### src/fprc_pkg.sv
/*
 Shared constants, types and helpers for the floppy rate, write
 precompensation, separator and low-power block.
 Assumes one 100 MHz system clock and an 8-bit host bus.
*/
package fprc_pkg;
   // System clock
   localparam int CLK_MHZ = 100;
   localparam int CLK_PS = 10000;
   // Host bus offsets
   localparam logic [2:0] OFS_RATE_SEL = 3'h4;
   localparam logic [2:0] OFS_MAIN_STATUS = 3'h4;
   localparam logic [2:0] OFS_DATA_FIFO = 3'h5;
   localparam logic [2:0] OFS_CFG_CTL = 3'h7;
   // Fields of rate_select_power and config_control_rate
   localparam int RS_RATE_LSB = 0;
   localparam int RS_PRECOMP_LSB = 2;
   localparam int RS_LOW_POWER = 6;
   localparam int RS_SOFT_RESET = 7;
   // Reset values
   localparam logic [1:0] RATE_RESET = 2'h0;
   localparam logic [2:0] PRECOMP_RESET = 3'h0;
   // Rate code to kbps; code 3 is the fast rate
   localparam int RATE_KBPS [4] = '{500, 300, 250, 1000};
   localparam logic [1:0] RATE_1M = 2'h3;
   // Head offset in bytes per rate code, and gap 2 lengths
   localparam logic [7:0] HEAD_OFS [4] = '{8'h13, 8'h0b, 8'h0a, 8'h26};
   localparam logic [7:0] GAP2_STD = 8'h16;
   localparam logic [7:0] GAP2_PERP_1M = 8'h29;
   // Precompensation delays
   localparam int PRECOMP_DEF_PS = 125000;
   localparam int PRECOMP_DEF_1M_PS = 41670;
   localparam int PRECOMP_STEP_PS = 41670;
   localparam logic [2:0] PRECOMP_OFF = 3'h7;
   // Timing
   localparam int PREAMBLE_CELLS = 32;
   localparam int WPULSE_NS = 100;
   localparam int WPULSE_CYC = (WPULSE_NS * CLK_MHZ + 999) / 1000;
   localparam int AUTO_LP_MS = 500;
   localparam int AUTO_LP_KBPS = 500;
   localparam int AUTO_LP_TICKS = AUTO_LP_MS * AUTO_LP_KBPS;
   localparam int STABLE_US = 1000;
   localparam int STABLE_CYC = STABLE_US * CLK_MHZ;
   localparam logic [15:0] CRC_INIT = 16'hffff;
   localparam logic [15:0] CRC_POLY = 16'h1021;

   // Pins arriving from outside the clock domain
   typedef struct packed {
      logic [2:0] addr;
      logic rd_n;
      logic wr_n;
      logic [7:0] data;
      logic raw_read_n;
   } fprc_pins_t;

   typedef enum logic [1:0] {
      PWR_RUN = 2'b00, PWR_DOWN = 2'b01, PWR_WAKE = 2'b10
   } fprc_pwr_t;

   typedef enum logic [1:0] {
      SEP_HUNT = 2'b00, SEP_LOCK = 2'b01, SEP_READ = 2'b10
   } fprc_sep_t;

   // Bit cell length in system clocks for a rate code
   function automatic logic [9:0] cell_cycles(input logic [1:0] code);
      cell_cycles = 10'(CLK_MHZ * 1000 / RATE_KBPS[code]);
   endfunction
endpackage

### src/fprc_core.sv
/*
 Floppy rate selection, data separator relock, write gate and gap
 timing, write precompensation and low-power control in one module.
 Assumes the host strobes, bus and raw read data are asynchronous
 pins; the micro-engine signals run on clk_sys.
*/
// Notes on behaviour
// - Non-preamble lock resets PLL to reference.
// - Undecodable bits reported as CRC error.
// - Conventional drive: gate at preamble start.
// - Perpendicular 1 Mbps: gate 38 bytes early.
// - Head offset 38 bytes fast, 19 mid.
// - Perpendicular 1 Mbps gap 2 is 41.
// - Perpendicular mode works at every rate.
// - Config register low bits pick rate.
// - Rate-select low bits also pick rate.
// - Last rate write from either wins.
// - Rate change rescales engine and separator clocks.
// - Precompensation shifts bits early or late.
// - Reset uses default delay, from track zero.
// - Delay and start track are reprogrammable.
// - Power-down clears request_for_master.
// - Stopped clock halts the micro-engine.
// - Rate registers stay writable in power-down.
// - Low-power bit powers down, clears on wake.
// - Manual request is bit OR mode option.
// - Auto low power after 500 ms idle at 500 Kbps.
// - FIFO or status access wakes, holds request.
// - Software reset also wakes the controller.
module fprc_core #(
   parameter int AUTO_LP_TICKS = fprc_pkg::AUTO_LP_TICKS,
   parameter int STABLE_CYC = fprc_pkg::STABLE_CYC
) (
   input wire logic clk_sys, // 100 MHz clock
   input wire logic rstn, // Async reset
   input wire fprc_pkg::fprc_pins_t pins, // Host bus and read pin
   input wire logic dor_reset, // Reset bit of digital_output_reg
   input wire logic low_power_option, // Mode command pulse
   input wire logic auto_lp_enable, // Automatic low power armed
   input wire logic engine_idle, // Micro-engine is idle
   input wire logic engine_ready, // Engine takes commands
   input wire logic perp_mode, // Perpendicular mode set
   input wire logic [7:0] cur_track, // Track under the head
   input wire logic [7:0] precomp_track, // First precomp track
   input wire logic read_active, // Read transfer running
   input wire logic write_active, // Write or format running
   input wire logic gap2_start, // Pulse: gap 2 begins
   input wire logic wr_bit, // Next bit to record
   input wire logic wr_bit_valid, // Write bit offered
   output logic wr_bit_ready, // Pulse: write bit taken
   output logic [7:0] rd_byte, // Separated byte
   output logic rd_byte_valid, // Byte offered
   input wire logic rd_byte_ready, // Receiver takes byte
   output logic crc_error, // Pulse: read ended bad
   output logic write_gate_n, // Write gate
   output logic write_data_n, // Write data pulse
   output logic request_for_master, // Status bit 7
   output logic [1:0] data_rate, // Active rate code
   output logic engine_tick, // Micro-engine enable
   output logic powered_down, // Clock stopped
   output logic soft_reset // Pulse: software reset
);
   import fprc_pkg::*;

   fprc_pins_t s1, s2, s3; // Pin synchroniser
   fprc_pins_t pin_q, pin_d; // Agreed level, last level
   logic wr_ev, rd_ev; // Bus strobe events
   logic wr_rs, wr_cc; // Register writes
   logic [2:0] precomp_code; // Precomp delay select
   logic dsr_lp, mode_lp; // Manual low-power sources
   logic dor_d; // Last digital_output_reg reset
   logic sr_ev, wake_ev; // Reset and wake events
   fprc_pwr_t pwr_st; // Power state
   logic run; // Clock running
   logic [31:0] idle_cnt, stab_cnt; // Power timers
   logic [9:0] cell_len, cell_cnt; // Cell divider
   logic cell_tick; // Last cycle of a cell

   // Three-stage synchroniser; a field moves when stages 2 and 3 agree
   always_ff @(posedge clk_sys or negedge rstn) begin
      if (!rstn) begin
         s1 <= '1;
         s2 <= '1;
         s3 <= '1;
         pin_q <= '1;
         pin_d <= '1;
      end else begin
         s1 <= pins;
         s2 <= s1;
         s3 <= s2;
         pin_d <= pin_q;
         if (s2.rd_n == s3.rd_n) pin_q.rd_n <= s3.rd_n;
         if (s2.wr_n == s3.wr_n) pin_q.wr_n <= s3.wr_n;
         if (s2.raw_read_n == s3.raw_read_n) begin
            pin_q.raw_read_n <= s3.raw_read_n;
         end
         // Bus fields only move once settled
         if ({s2.addr, s2.data} == {s3.addr, s3.data}) begin
            pin_q.addr <= s3.addr;
            pin_q.data <= s3.data;
         end
      end
   end

   // Write taken at end of strobe, so data has settled
   assign wr_ev = !pin_d.wr_n && pin_q.wr_n;
   assign rd_ev = pin_d.rd_n && !pin_q.rd_n;
   assign wr_rs = wr_ev && (pin_q.addr == OFS_RATE_SEL);
   assign wr_cc = wr_ev && (pin_q.addr == OFS_CFG_CTL);
   assign sr_ev = (wr_rs && pin_q.data[RS_SOFT_RESET])
                  || (dor_reset && !dor_d);
   // Status read, or any data FIFO access, or reset wakes us
   assign wake_ev = (rd_ev && (pin_q.addr == OFS_MAIN_STATUS))
                    || ((rd_ev || wr_ev)
                        && (pin_q.addr == OFS_DATA_FIFO))
                    || sr_ev;

   // Rate and precompensation registers; never gated by power state
   always_ff @(posedge clk_sys or negedge rstn) begin
      if (!rstn) begin
         data_rate <= RATE_RESET;
         precomp_code <= PRECOMP_RESET;
      end else if (wr_rs) begin
         data_rate <= pin_q.data[RS_RATE_LSB +: 2];
         precomp_code <= pin_q.data[RS_PRECOMP_LSB +: 3];
      end else if (wr_cc) begin
         // Upper bits are software's to keep zero; ignored here
         data_rate <= pin_q.data[RS_RATE_LSB +: 2];
      end
   end

   // Software reset pulse, self-clearing as the bit is not stored
   always_ff @(posedge clk_sys or negedge rstn) begin
      if (!rstn) begin
         dor_d <= 1'b0;
         soft_reset <= 1'b0;
      end else begin
         dor_d <= dor_reset;
         soft_reset <= sr_ev;
      end
   end

   // Manual low-power sources; a new write wins over wake clearing
   always_ff @(posedge clk_sys or negedge rstn) begin
      if (!rstn) begin
         dsr_lp <= 1'b0;
         mode_lp <= 1'b0;
      end else begin
         if (wr_rs) begin
            dsr_lp <= pin_q.data[RS_LOW_POWER];
         end else if (pwr_st == PWR_WAKE) begin
            dsr_lp <= 1'b0;
         end
         if (low_power_option) begin
            mode_lp <= 1'b1;
         end else if (pwr_st == PWR_WAKE) begin
            mode_lp <= 1'b0;
         end
      end
   end

   assign run = (pwr_st == PWR_RUN);

   // Idle timer counts engine ticks, so it stretches at slow rates
   always_ff @(posedge clk_sys or negedge rstn) begin
      if (!rstn) begin
         idle_cnt <= '0;
      end else if (!run || !auto_lp_enable || !engine_idle) begin
         idle_cnt <= '0;
      end else if (engine_tick) begin
         idle_cnt <= idle_cnt + 32'd1;
      end
   end

   // Power state machine
   always_ff @(posedge clk_sys or negedge rstn) begin
      if (!rstn) begin
         pwr_st <= PWR_RUN;
         stab_cnt <= '0;
         powered_down <= 1'b0;
      end else begin
         unique case (pwr_st)
            PWR_RUN: begin
               // Either source alone powers down at once
               if (dsr_lp || mode_lp
                   || idle_cnt >= 32'(AUTO_LP_TICKS)) begin
                  pwr_st <= PWR_DOWN;
                  powered_down <= 1'b1;
               end
            end
            PWR_DOWN: begin
               if (wake_ev) begin
                  pwr_st <= PWR_WAKE;
                  stab_cnt <= '0;
               end
            end
            PWR_WAKE: begin
               // Wait for the clock to settle before running
               if (stab_cnt >= 32'(STABLE_CYC - 1)) begin
                  pwr_st <= PWR_RUN;
                  powered_down <= 1'b0;
               end else begin
                  stab_cnt <= stab_cnt + 32'd1;
               end
            end
            default: pwr_st <= PWR_RUN;
         endcase
      end
   end

   // Request flag stays low from power-down until settled again
   always_ff @(posedge clk_sys or negedge rstn) begin
      if (!rstn) begin
         request_for_master <= 1'b0;
      end else begin
         request_for_master <= run && engine_ready
                               && !sr_ev;
      end
   end

   // Cell divider; the rate table sets its length
   assign cell_len = cell_cycles(data_rate);
   assign cell_tick = run && (cell_cnt >= cell_len - 10'd1);

   always_ff @(posedge clk_sys or negedge rstn) begin
      if (!rstn) begin
         cell_cnt <= '0;
         engine_tick <= 1'b0;
      end else if (!run || wr_rs || wr_cc) begin
         // Halted while stopped; restarts on any rate write
         cell_cnt <= '0;
         engine_tick <= 1'b0;
      end else begin
         engine_tick <= cell_tick;
         cell_cnt <= cell_tick ? 10'd0 : cell_cnt + 10'd1;
      end
   end

   // Data separator
   fprc_sep_t sep_st; // Separator state
   logic [9:0] per, ph, half, quart; // Tracked cell and phase
   logic rd_pulse, cell_end, bit_v; // Read pulse, cell close
   logic seen_dat, dec_err, overrun; // Cell and transfer flags
   logic framed; // Byte alignment found
   logic [7:0] pre_cnt, shreg; // Preamble count, bits
   logic [2:0] bit_cnt; // Bits in byte
   logic [15:0] crc; // Running check value
   logic push; // Byte into buffer
   logic [7:0] push_byte; // Byte to buffer
   logic [7:0] tail_byte; // Second buffer entry
   logic tail_valid; // Second entry held

   function automatic logic [15:0] crc_step(input logic [15:0] c,
                                            input logic [7:0] d);
      logic [15:0] r;
      r = c;
      for (int i = 7; i >= 0; i--) begin
         r = (r[15] ^ d[i]) ? ({r[14:0], 1'b0} ^ CRC_POLY)
                            : {r[14:0], 1'b0};
      end
      crc_step = r;
   endfunction

   assign rd_pulse = pin_d.raw_read_n && !pin_q.raw_read_n;
   assign half = per >> 1;
   assign quart = per >> 2;
   assign cell_end = ph >= per - 10'd1;
   assign bit_v = seen_dat || (rd_pulse && ph >= quart
                               && ph < per - quart);

   // Phase tracking and cell decode; frozen while stopped
   always_ff @(posedge clk_sys or negedge rstn) begin
      if (!rstn) begin
         per <= 10'd200;
         ph <= '0;
         seen_dat <= 1'b0;
         dec_err <= 1'b0;
      end else if (run) begin
         if (sep_st == SEP_HUNT) begin
            per <= cell_len;
         end
         if (sep_st == SEP_HUNT && rd_pulse) begin
            // Hunt takes its first pulse as a clock pulse at phase 0,
            // so a preamble cannot settle on the data window
            ph <= 10'd1;
            seen_dat <= 1'b0;
         end else if (cell_end) begin
            ph <= '0;
            seen_dat <= 1'b0;
         end else if (rd_pulse && ph >= quart && ph < per - quart) begin
            // Data pulse: pull phase halfway to the window centre
            ph <= 10'((11'(ph) + 11'(half)) >> 1);
            if (seen_dat) dec_err <= 1'b1;
            seen_dat <= 1'b1;
            if (sep_st != SEP_HUNT && ph > half
                && per < cell_len + (cell_len >> 3)) begin
               per <= per + 10'd1;
            end else if (sep_st != SEP_HUNT && ph < half
                         && per > cell_len - (cell_len >> 3)) begin
               per <= per - 10'd1;
            end
         end else if (rd_pulse && ph < quart) begin
            ph <= (ph >> 1) + 10'd1; // Late clock pulse
         end else begin
            ph <= ph + 10'd1;
         end
         if (sep_st == SEP_HUNT) dec_err <= 1'b0;
      end
   end

   // Hunt, lock on preamble, read; any stray one relocks
   always_ff @(posedge clk_sys or negedge rstn) begin
      if (!rstn) begin
         sep_st <= SEP_HUNT;
         pre_cnt <= '0;
         shreg <= '0;
         bit_cnt <= '0;
         framed <= 1'b0;
         crc <= CRC_INIT;
         push <= 1'b0;
         push_byte <= '0;
         overrun <= 1'b0;
         crc_error <= 1'b0;
      end else begin
         push <= 1'b0;
         crc_error <= 1'b0;
         if (!read_active) begin
            if (sep_st == SEP_READ) begin
               crc_error <= (crc != 16'h0000) || dec_err
                            || overrun;
            end
            sep_st <= SEP_HUNT;
         end else if (run) begin
            unique case (sep_st)
               SEP_HUNT: begin
                  pre_cnt <= '0;
                  framed <= 1'b0;
                  bit_cnt <= '0;
                  overrun <= 1'b0;
                  crc <= CRC_INIT;
                  if (rd_pulse) sep_st <= SEP_LOCK;
               end
               SEP_LOCK: begin
                  if (cell_end && bit_v) begin
                     sep_st <= SEP_HUNT;
                  end else if (cell_end) begin
                     pre_cnt <= pre_cnt + 8'd1;
                     if (pre_cnt >= 8'(PREAMBLE_CELLS - 1)) begin
                        sep_st <= SEP_READ;
                     end
                  end
               end
               SEP_READ: begin
                  // First one after preamble aligns the bytes
                  if (cell_end && (framed || bit_v)) begin
                     framed <= 1'b1;
                     shreg <= {shreg[6:0], bit_v};
                     bit_cnt <= bit_cnt + 3'd1;
                     if (bit_cnt == 3'd7) begin
                        push <= !tail_valid;
                        push_byte <= {shreg[6:0], bit_v};
                        crc <= crc_step(crc, {shreg[6:0], bit_v});
                        if (tail_valid) overrun <= 1'b1;
                     end
                  end
               end
               default: sep_st <= SEP_HUNT;
            endcase
         end
      end
   end

   // Two-entry buffer: head drives the outputs, tail absorbs a stall
   always_ff @(posedge clk_sys or negedge rstn) begin
      if (!rstn) begin
         rd_byte <= '0;
         rd_byte_valid <= 1'b0;
         tail_byte <= '0;
         tail_valid <= 1'b0;
      end else if (!rd_byte_valid || rd_byte_ready) begin
         if (tail_valid) begin
            rd_byte <= tail_byte;
            rd_byte_valid <= 1'b1;
            tail_valid <= push;
            tail_byte <= push_byte;
         end else begin
            rd_byte <= push_byte;
            rd_byte_valid <= push;
         end
      end else if (push) begin
         tail_byte <= push_byte;
         tail_valid <= 1'b1;
      end
   end

   // Write side: gap 2 count, gate, bit pattern and pulses
   logic [7:0] gap_bytes, gap2_len, gate_at; // Gap timing
   logic [2:0] gap_bits; // Cells in byte
   logic gap_run, gap_done; // Counting, preamble reached
   logic [2:0] wpat; // Prev, current, next bit
   logic [4:0] pc; // Precomp shift cycles
   logic [9:0] dpos; // Data pulse position
   logic fire; // Start a pulse
   logic [4:0] wp_cnt; // Pulse width

   // Longer gap only for perpendicular media at the fast rate
   assign gap2_len = (perp_mode && data_rate == RATE_1M)
                     ? GAP2_PERP_1M : GAP2_STD;
   // Perpendicular gate leads by the head offset, so the pre-erase head clears
   assign gate_at = perp_mode ? gap2_len - HEAD_OFS[data_rate]
                              : gap2_len;
   assign gap_done = gap_run && gap_bytes >= gap2_len;

   always_ff @(posedge clk_sys or negedge rstn) begin
      if (!rstn) begin
         gap_run <= 1'b0;
         gap_bytes <= '0;
         gap_bits <= '0;
         write_gate_n <= 1'b1;
      end else if (!write_active) begin
         gap_run <= 1'b0;
         write_gate_n <= 1'b1;
      end else begin
         if (gap2_start) begin
            gap_run <= 1'b1;
            gap_bytes <= '0;
            gap_bits <= '0;
         end else if (gap_run && cell_tick) begin
            gap_bits <= gap_bits + 3'd1;
            if (gap_bits == 3'd7 && gap_bytes != 8'hff) begin
               gap_bytes <= gap_bytes + 8'd1;
            end
         end
         if (gap_run && gap_bytes >= gate_at) begin
            write_gate_n <= 1'b0;
         end
      end
   end

   // Bit pattern; zeros fill the gap until the preamble is due
   always_ff @(posedge clk_sys or negedge rstn) begin
      if (!rstn) begin
         wpat <= '0;
         wr_bit_ready <= 1'b0;
      end else begin
         wr_bit_ready <= cell_tick && gap_done && wr_bit_valid;
         if (write_gate_n) begin
            wpat <= '0;
         end else if (cell_tick) begin
            wpat <= {wpat[1:0], gap_done && wr_bit_valid && wr_bit};
         end
      end
   end

   // Shift away from the nearer neighbour, only from the start track
   assign pc = (cur_track >= precomp_track)
               ? precomp_cycles(precomp_code, data_rate) : 5'd0;
   always_comb begin
      dpos = half;
      if (wpat[2] && !wpat[0]) dpos = half + 10'(pc);
      if (!wpat[2] && wpat[0]) dpos = half - 10'(pc);
   end
   assign fire = !write_gate_n && run
                 && ((cell_cnt == 10'd0 && !wpat[2] && !wpat[1])
                     || (cell_cnt == dpos && wpat[1]));

   // Fixed-width low pulse on the write data pin
   always_ff @(posedge clk_sys or negedge rstn) begin
      if (!rstn) begin
         wp_cnt <= '0;
         write_data_n <= 1'b1;
      end else begin
         if (fire) begin
            wp_cnt <= 5'(WPULSE_CYC - 1);
         end else if (wp_cnt != 5'd0) begin
            wp_cnt <= wp_cnt - 5'd1;
         end
         write_data_n <= !(fire || wp_cnt != 5'd0);
      end
   end

   // Precompensation delay in clocks for a code and rate
   function automatic logic [4:0] precomp_cycles(input logic [2:0] code,
                                                 input logic [1:0] rate);
      int ps;
      if (code == PRECOMP_OFF) ps = 0;
      else if (code != 3'h0) ps = int'(code) * PRECOMP_STEP_PS;
      else if (rate == RATE_1M) ps = PRECOMP_DEF_1M_PS;
      else ps = PRECOMP_DEF_PS;
      precomp_cycles = 5'(ps / CLK_PS);
   endfunction
endmodule

### config.mk
export PLATFORM = sky130hd
export DESIGN_NAME = fprc_core
export DESIGN_NICKNAME = d
export VERILOG_FILES = /design/src/fprc_pkg.sv /design/src/fprc_core.sv
export SDC_FILE = /design/constraint.sdc
export NUM_CORES = 1
export LEC_CHECK = 0
export BUFFER_PORTS_ARGS = -buffer_cell sky130_fd_sc_hd__buf_2
export CAP_MARGIN = 40
export CELL_PAD_IN_SITES_DETAIL_PLACEMENT = 1
export CELL_PAD_IN_SITES_GLOBAL_PLACEMENT = 2
export CORE_MARGIN = 2
export CORE_UTILIZATION = 35
export DETAILED_ROUTE_END_ITERATION = 10
export GPL_TIMING_DRIVEN = 0
export PLACE_DENSITY = 0.8
export SKIP_CTS_REPAIR_TIMING = 1
export SLEW_MARGIN = 10
export SYNTH_ARGS = -nofsm -noshare
export SYNTH_HDL_FRONTEND = slang
export SYNTH_SLANG_ARGS = --single-unit
export TNS_END_PERCENT = 1
### constraint.sdc
create_clock -name clk_sys -period 11.55 [get_ports clk_sys]
set_clock_uncertainty 0.2 [all_clocks]
set_input_delay 1.155 -clock clk_sys [delete_from_list [all_inputs] [get_ports clk_sys]]
set_output_delay 1.155 -clock clk_sys [all_outputs]
set_load 0.01 [all_outputs]
==> impl_metrics.csv, run 1 <==
group,metric,value,unit
drt,wl,54800,µm
timing,tns,0,ns
logic_synthesis,post_synth_fa_ha_maj_area_fraction,0.119,
drt,drtIter0Drc,745,
critical_path,endpoint_kind,"flop",
drt,firstDrtPassIters,6,
logic_synthesis,synthSimpleGateAreaFrac,0.205,
drt,avgViaCountPerCell,5.49,
logic_synthesis,muxShareOfSynthArea,0.0358,
clock_tree,cts_buffer_depth,3,
run_status,outcome,"finished, final reports clean",
logic_synthesis,yosysSeqAreaShare,0.346,
die,die_h,236,µm
drt,wl_per_cell,18.6,µm
pwr,cellLeakagePower,9.19,nW
logic_synthesis,synth-compound-area-share,0.176,
critical_path,crit_type,"flop to flop",
pwr,clkPwrFrac,0.287,
timing,slew_violations,0,
die,pin_count,63,
pwr,worst_ir_drop_vdd,0.118,mV
clock_tree,clock-sinks,257,
logic_synthesis,synth_area_leaders,"dfrtp_1 24%, ha_1 11%, dfstp_2 11%",
critical_path,rr_startpoint,"precomp_code[1]",
drt,post-route-drc-count,0,
critical_path,cp_common_cell,"inv_1",
logic_synthesis,yosys-top-cells-count,"252 x nor2_1, 184 x nand2_1, 178 x dfrtp_1",
pwr,seqPwrFrac,0.372,
logic_synthesis,synth_top_family_by_area,"simple AND/OR/NAND/NOR gates",
global_route,grt_pass1_wl,91500,µm
clock_tree,clkLatencyLatePin,0.58,ns
global_route,gr-total-overflow,0,
critical_path,path_max_fanout,9,
pwr,p_per_area,149,mW/mm²
logic_synthesis,yosysWarnings,0,
clock_tree,numCtsBuffers,28,
critical_path,crit_path_start_kind,"flop",
logic_synthesis,synth_area_per_cell,8.84,µm²
logic_synthesis,synth.distinct_cells,110,
critical_path,r2r-end,"wp_cnt[4]",
critical_path,cp_data_required_time,11.79,ns
global_route,grt_max_degree,109,
logic_synthesis,synth_xor_area_frac,0.0812,
logic_synthesis,async_flop_share,1.00,
timing,timing.final.crit_share,0.934,
critical_path,crit_path_end,"wp_cnt[4]",
timing,setup_viol,0,
timing,fmax,92.7,MHz
clock_tree,htreeDepth,1,
place,gp_congestion,0.864,
drt,drtAntennaViolNets,0,
logic_synthesis,synthCells,2133,
place,dpl.hpwl,41300,µm
pwr,switching_share,0.377,
timing,period_needed,10.79,ns
timing,whs,0.154,ns
global_route,grt_pass1_vias,17277,
logic_synthesis,ys_ff_latch,257,
finish,area_growth,11.9,%
logic_synthesis,ys.flop_type,"dfrtp_1",
min_path,min_path_type,"flop to flop",
logic_synthesis,syn_area,0.0189,mm²
clock_tree,cts_root_buf,"clkbuf_16",
finish,diodes,0,
finish,nNetsFinal,2448,
finish,drive_above_1_share,0.131,
die,die-area,0.0558,mm²
run,cap_violations,0,
critical_path,arrival,11.03,ns
global_route,grt_usage,0.197,
die,row_count,85,
critical_path,crit_path_start,"precomp_code[1]",
place,portBuffers,60,
timing,hold_viol,0,
critical_path,ff2ff_setup_slack,0.76,ns
pwr,pwr-share-comb,0.341,
critical_path,cp_slowest_cell,"o41ai_1",
logic_synthesis,synth_edf_count,0,
pwr,p_switching,1.18,mW
timing,worstMarginPinSlew,0.915,ns
die,die_w,236,µm
drt,vias,16201,
clock_tree,cts_tree,"yes",
critical_path,cp_slowest_stage_delay,0.66,ns
pwr,intPower,1.95,mW
die,start_util,0.352,
logic_synthesis,synth_most_common_cell,"nor2_1",
clock_tree,path_clk_slew,0.06,ns
logic_synthesis,synth_top_cell_by_area,"dfrtp_1",
die,core_area,0.0536,mm²
global_route,antenna_found_initial,0,
timing,max-slew-margin-rel,0.390,
critical_path,reg2reg_depth,38,
logic_synthesis,synth.top_cell.area_share,0.236,
timing,rsz0062_at_grt,"false",
## how the worst min path moves through the flow
stage	from	cells after the start	slack, ns	to
5_1_grt	s1[2]	0	0.16	s2[2]
6_report	s1[1]	0	0.15	s2[1]
2_1_floorplan	s1[0]	0	0.15	s2[0]
3_5_place_dp	s1[5]	0	0.15	s2[5]
4_1_cts	s1[2]	0	0.16	s2[2]
3_3_place_gp	s1[13]	0	0.15	s2[13]
## power by group through the flow
| stage | sequential, mW | combinational [mW] | clock, mW |
|---|---|---|---|
| final | 1.17 | 1.07 | 0.901 |
| after global routing | 1.18 | 1.21 | 0.965 |
| after CTS | 1.17 | 1.08 | 0.930 |
| after detailed placement | 1.18 | 1.07 | 0 |
| after global placement | 1.17 | 1.01 | 0 |
| after floorplan | 1.12 | 0.766 | 0 |
## routing by layer
metal | vias to the layer above | track usage | share of wire
met5 | - | 0 | 0
met3 | 72 | 0.0172 | 0.027
li1 | 7791 | - | -
met1 | 8101 | 0.267 | 0.48
met4 | 0 | 0.0485 | 0.020
met2 | 237 | 0.339 | 0.48
## stage by stage
| step | power (mW) | instances | setup slack, ns | utilization | area, µm² |
|---|---|---|---|---|---|
| 2_1_floorplan | 1.89 | 2134 | 2.36 | - | 18900 |
| 3_3_place_gp | 2.19 | 2890 | 0.311 | 0.374 | 20000 |
| 3_5_place_dp | 2.25 | 2898 | 0.581 | 0.376 | 20200 |
| 6_report | 3.14 | 2950 | 0.764 | 0.394 | 21100 |
| 5_1_grt | 3.35 | 2950 | 0.0361 | 0.394 | 21100 |
| 4_1_cts | 3.17 | 2950 | 0.591 | 0.393 | 21100 |
## registers in the layout, summed over array words and instances (netlist names), 5 cells and up
register and flops:
cell_cnt 10, crc 16, gap_bytes 8, idle_cnt 32, per 10, ph 10, pin_q 13, pre_cnt 8
push_byte 8, rd_byte 8, s1 14, s2 14, s3 14, shreg 7, stab_cnt 32, tail_byte 8
wp_cnt 5
## kinds of logic (layout without fill, tap and decap cells)
group | Yosys count | after routing
flip-flops | 257 | 257
AND/OR/NAND/NOR | 796 | 796
buffers and inverters | 173 | 293
AO/OA/AOI/OAI | 496 | 496
XOR/XNOR | 172 | 172
multiplexers | 60 | 60
adder cells (fa/ha/maj) | 178 | 178
other | 1 | 2
## worst max-delay path: cells and delay by family, from the launching register on
kind	cells	cell delay, ns
simple gates	8	1.84
fa+ha+maj	5	1.84
mux	1	0.38
buf+inv	4	0.39
flops	1	0.48
compound gates	19	5.21
xor+xnor	1	0.31
## area by class of cell
type / instances / area (µm²)
clock buffer: 36 / 771
tap: 696 / 871
multi-input combinational: 1704 / 11700
timing repair buffer: 68 / 400
fill: 6314 / 32500
sequential: 257 / 6530
buffer: 76 / 313
clock inverter: 16 / 155
inverter: 97 / 364
## placed cells by master, fill, tap and decap left out, types with 7 or more instances in the layout
master	instances
dfrtp_1	178
nor4b_1	7
a21o_1	27
and2_1	13
nand2_1	184
xnor2_1	75
nand2b_1	39
and3_1	23
nor3_1	51
mux2_2	36
dfstp_2	79
a31o_2	9
o31ai_1	10
or2_2	11
and4_1	7
ha_1	167
o21bai_1	8
a21oi_1	122
mux2i_1	21
buf_2	67
o22ai_1	17
nor2b_1	38
or3_1	13
nand3_1	66
nor2_1	251
o211ai_1	9
clkbuf_16	28
a211oi_1	18
o21a_1	10
o21ai_0	129
a22o_1	8
a21boi_0	8
inv_1	91
nand4_1	31
xor2_1	94
clkbuf_1	70
a31oi_1	28
nor4_1	28
(Power assumes the default switching activity.)
==> run 2, diff against run 1 <==
--- a/config.mk
+++ b/config.mk
@@ -9,6 +9,7 @@
 export CAP_MARGIN = 40
 export CELL_PAD_IN_SITES_DETAIL_PLACEMENT = 1
 export CELL_PAD_IN_SITES_GLOBAL_PLACEMENT = 2
+export CORE_ASPECT_RATIO = 1.4
 export CORE_MARGIN = 2
 export CORE_UTILIZATION = 35
 export DETAILED_ROUTE_END_ITERATION = 10
==> impl_metrics.csv, run 2 (synthesis gave the netlist of run 1 again) <==
group,metric,value,unit
critical_path,crit_path_start_kind,"flop",
clock_tree,path_clk_slew,0.07,ns
place,place_inst,2919,
pwr,worst_ir_drop_vdd,0.183,mV
clock_tree,cts_tree,"yes",
finish,stdcell_count,2965,
die,die_w,200,µm
timing,tns,0,ns
die,row_count,100,
global_route,grt_pass1_wl,92400,µm
critical_path,path_max_fanout,9,
critical_path,cp_data_required_time,11.75,ns
die,core_area,0.0532,mm²
finish,fillers,6292,
timing,setup_viol,0,
timing,fmax,92.0,MHz
timing,period_needed,10.87,ns
global_route,grt_max_degree,103,
pwr,cellLeakagePower,9.15,nW
critical_path,cp_slowest_cell,"fa_1",
run_status,outcome,"finished, final reports clean",
clock_tree,clock-sinks,257,
critical_path,r2r-end,"wp_cnt[2]",
drt,wl,55600,µm
die,die_h,279,µm
global_route,grt_pass1_vias,17490,
min_path,min_path_type,"flop to flop",
finish,regArea,0.00653,mm²
finish,layout_commonest_cell,"nor2_1",
critical_path,cp_slowest_stage_delay,0.62,ns
timing,slew_violations,0,
clock_tree,clkLatencyLatePin,0.55,ns
critical_path,ff2ff_setup_slack,0.68,ns
finish,reg.largest.list,"idle_cnt: 32 flops, stab_cnt: 32 flops, crc: 16 flops",
place,gp_congestion,0.848,
drt,vias,16183,
min_path,min_path_cells,0,
die,pin_count,63,
drt,wl_per_cell,18.7,µm
timing,worstMarginPinSlew,0.933,ns
critical_path,endpoint_kind,"flop",
timing,max-slew-margin-rel,0.378,
die,die-area,0.0558,mm²
timing,hold_viol,0,
drt,firstDrtPassIters,5,
finish,diodes,0,
clock_tree,cts_root_buf,"clkbuf_16",
critical_path,worst-path-buf-inv,5,
run,cap_violations,0,
drt,drtIter0Drc,733,
global_route,antenna_found_initial,1,
die,start_util,0.355,
global_route,grt_usage,0.200,
place,dpl.hpwl,43000,µm
drt,post-route-drc-count,0,
drt,drtAntennaViolNets,0,
finish,drive_above_1_share,0.129,
min_path,worstHoldStart,"s1[0]",
critical_path,reg2reg_depth,39,
clock_tree,cts_buffer_depth,3,
global_route,gr-total-overflow,0,
critical_path,crit_type,"flop to flop",
critical_path,arrival,11.07,ns
critical_path,crit_family,"compound AO/OA/AOI/OAI gates",
clock_tree,numCtsBuffers,25,
critical_path,rr_startpoint,"precomp_code[1]",
pwr,p_per_area,146,mW/mm²
finish,final_cell_mix,"250 x nor2_1, 184 x nand2_1, 178 x dfrtp_1",
min_path,min_to,"s2[0]",
finish,area_growth,11.6,%
clock_tree,htreeDepth,1,
timing,timing.final.crit_share,0.941,
drt,avgViaCountPerCell,5.46,
finish,nNetsFinal,2448,
finish,multiInputGateArea,0.0117,mm²
place,portBuffers,60,
run 2: stage by stage:
step            util  hold WS (ns)  area (µm²)  worst slack [ns]  power (mW)
5_1_grt        0.396         0.157       21000          -0.00179        3.29
2_1_floorplan      -         0.145       18900              2.36        1.89
4_1_cts        0.395         0.157       21000             0.619        3.11
6_report       0.396         0.152       21000             0.678        3.07
3_5_place_dp   0.380         0.149       20200             0.637        2.26
3_3_place_gp   0.377         0.147       20100             0.490        2.19
run 2: area by class of cell:
type | instances | share of cell area
multi-input cells | 1704 | 0.556
well taps | 714 | 0.0425
flip-flops and latches | 257 | 0.310
plain buffers | 76 | 0.0149
clock buffers | 32 | 0.0319
repair buffers | 71 | 0.0203
inverters | 97 | 0.0173
clock inverters | 14 | 0.00660
run 2: power breakdown:
group / total (mW) / switching (mW) / internal (mW)
combinational: 1.08 / 0.648 / 0.430
sequential: 1.16 / 0.135 / 1.03
clock: 0.829 / 0.369 / 0.460
run 2: per-layer routing:
| layer | vias up | GRT usage | routed length, µm |
|---|---|---|---|
| li1 | 7806 | - | - |
| met1 | 8091 | 0.228 | 23100 |
| met2 | 195 | 0.391 | 29900 |
| met3 | 89 | 0.0153 | 1040 |
| met4 | 2 | 0.0607 | 1520 |
| met5 | - | 0 | 13 |
run 2: how the worst max path moves through the flow:
stage / start / to / cells after the start
2_1_floorplan: precomp_code[1] / wp_cnt[2] / 41
3_3_place_gp: precomp_code[1] / wp_cnt[2] / 39
3_5_place_dp: precomp_code[1] / wp_cnt[2] / 39
4_1_cts: precomp_code[1] / wp_cnt[2] / 39
5_1_grt: precomp_code[1] / wp_cnt[2] / 40
6_report: precomp_code[1] / wp_cnt[2] / 39
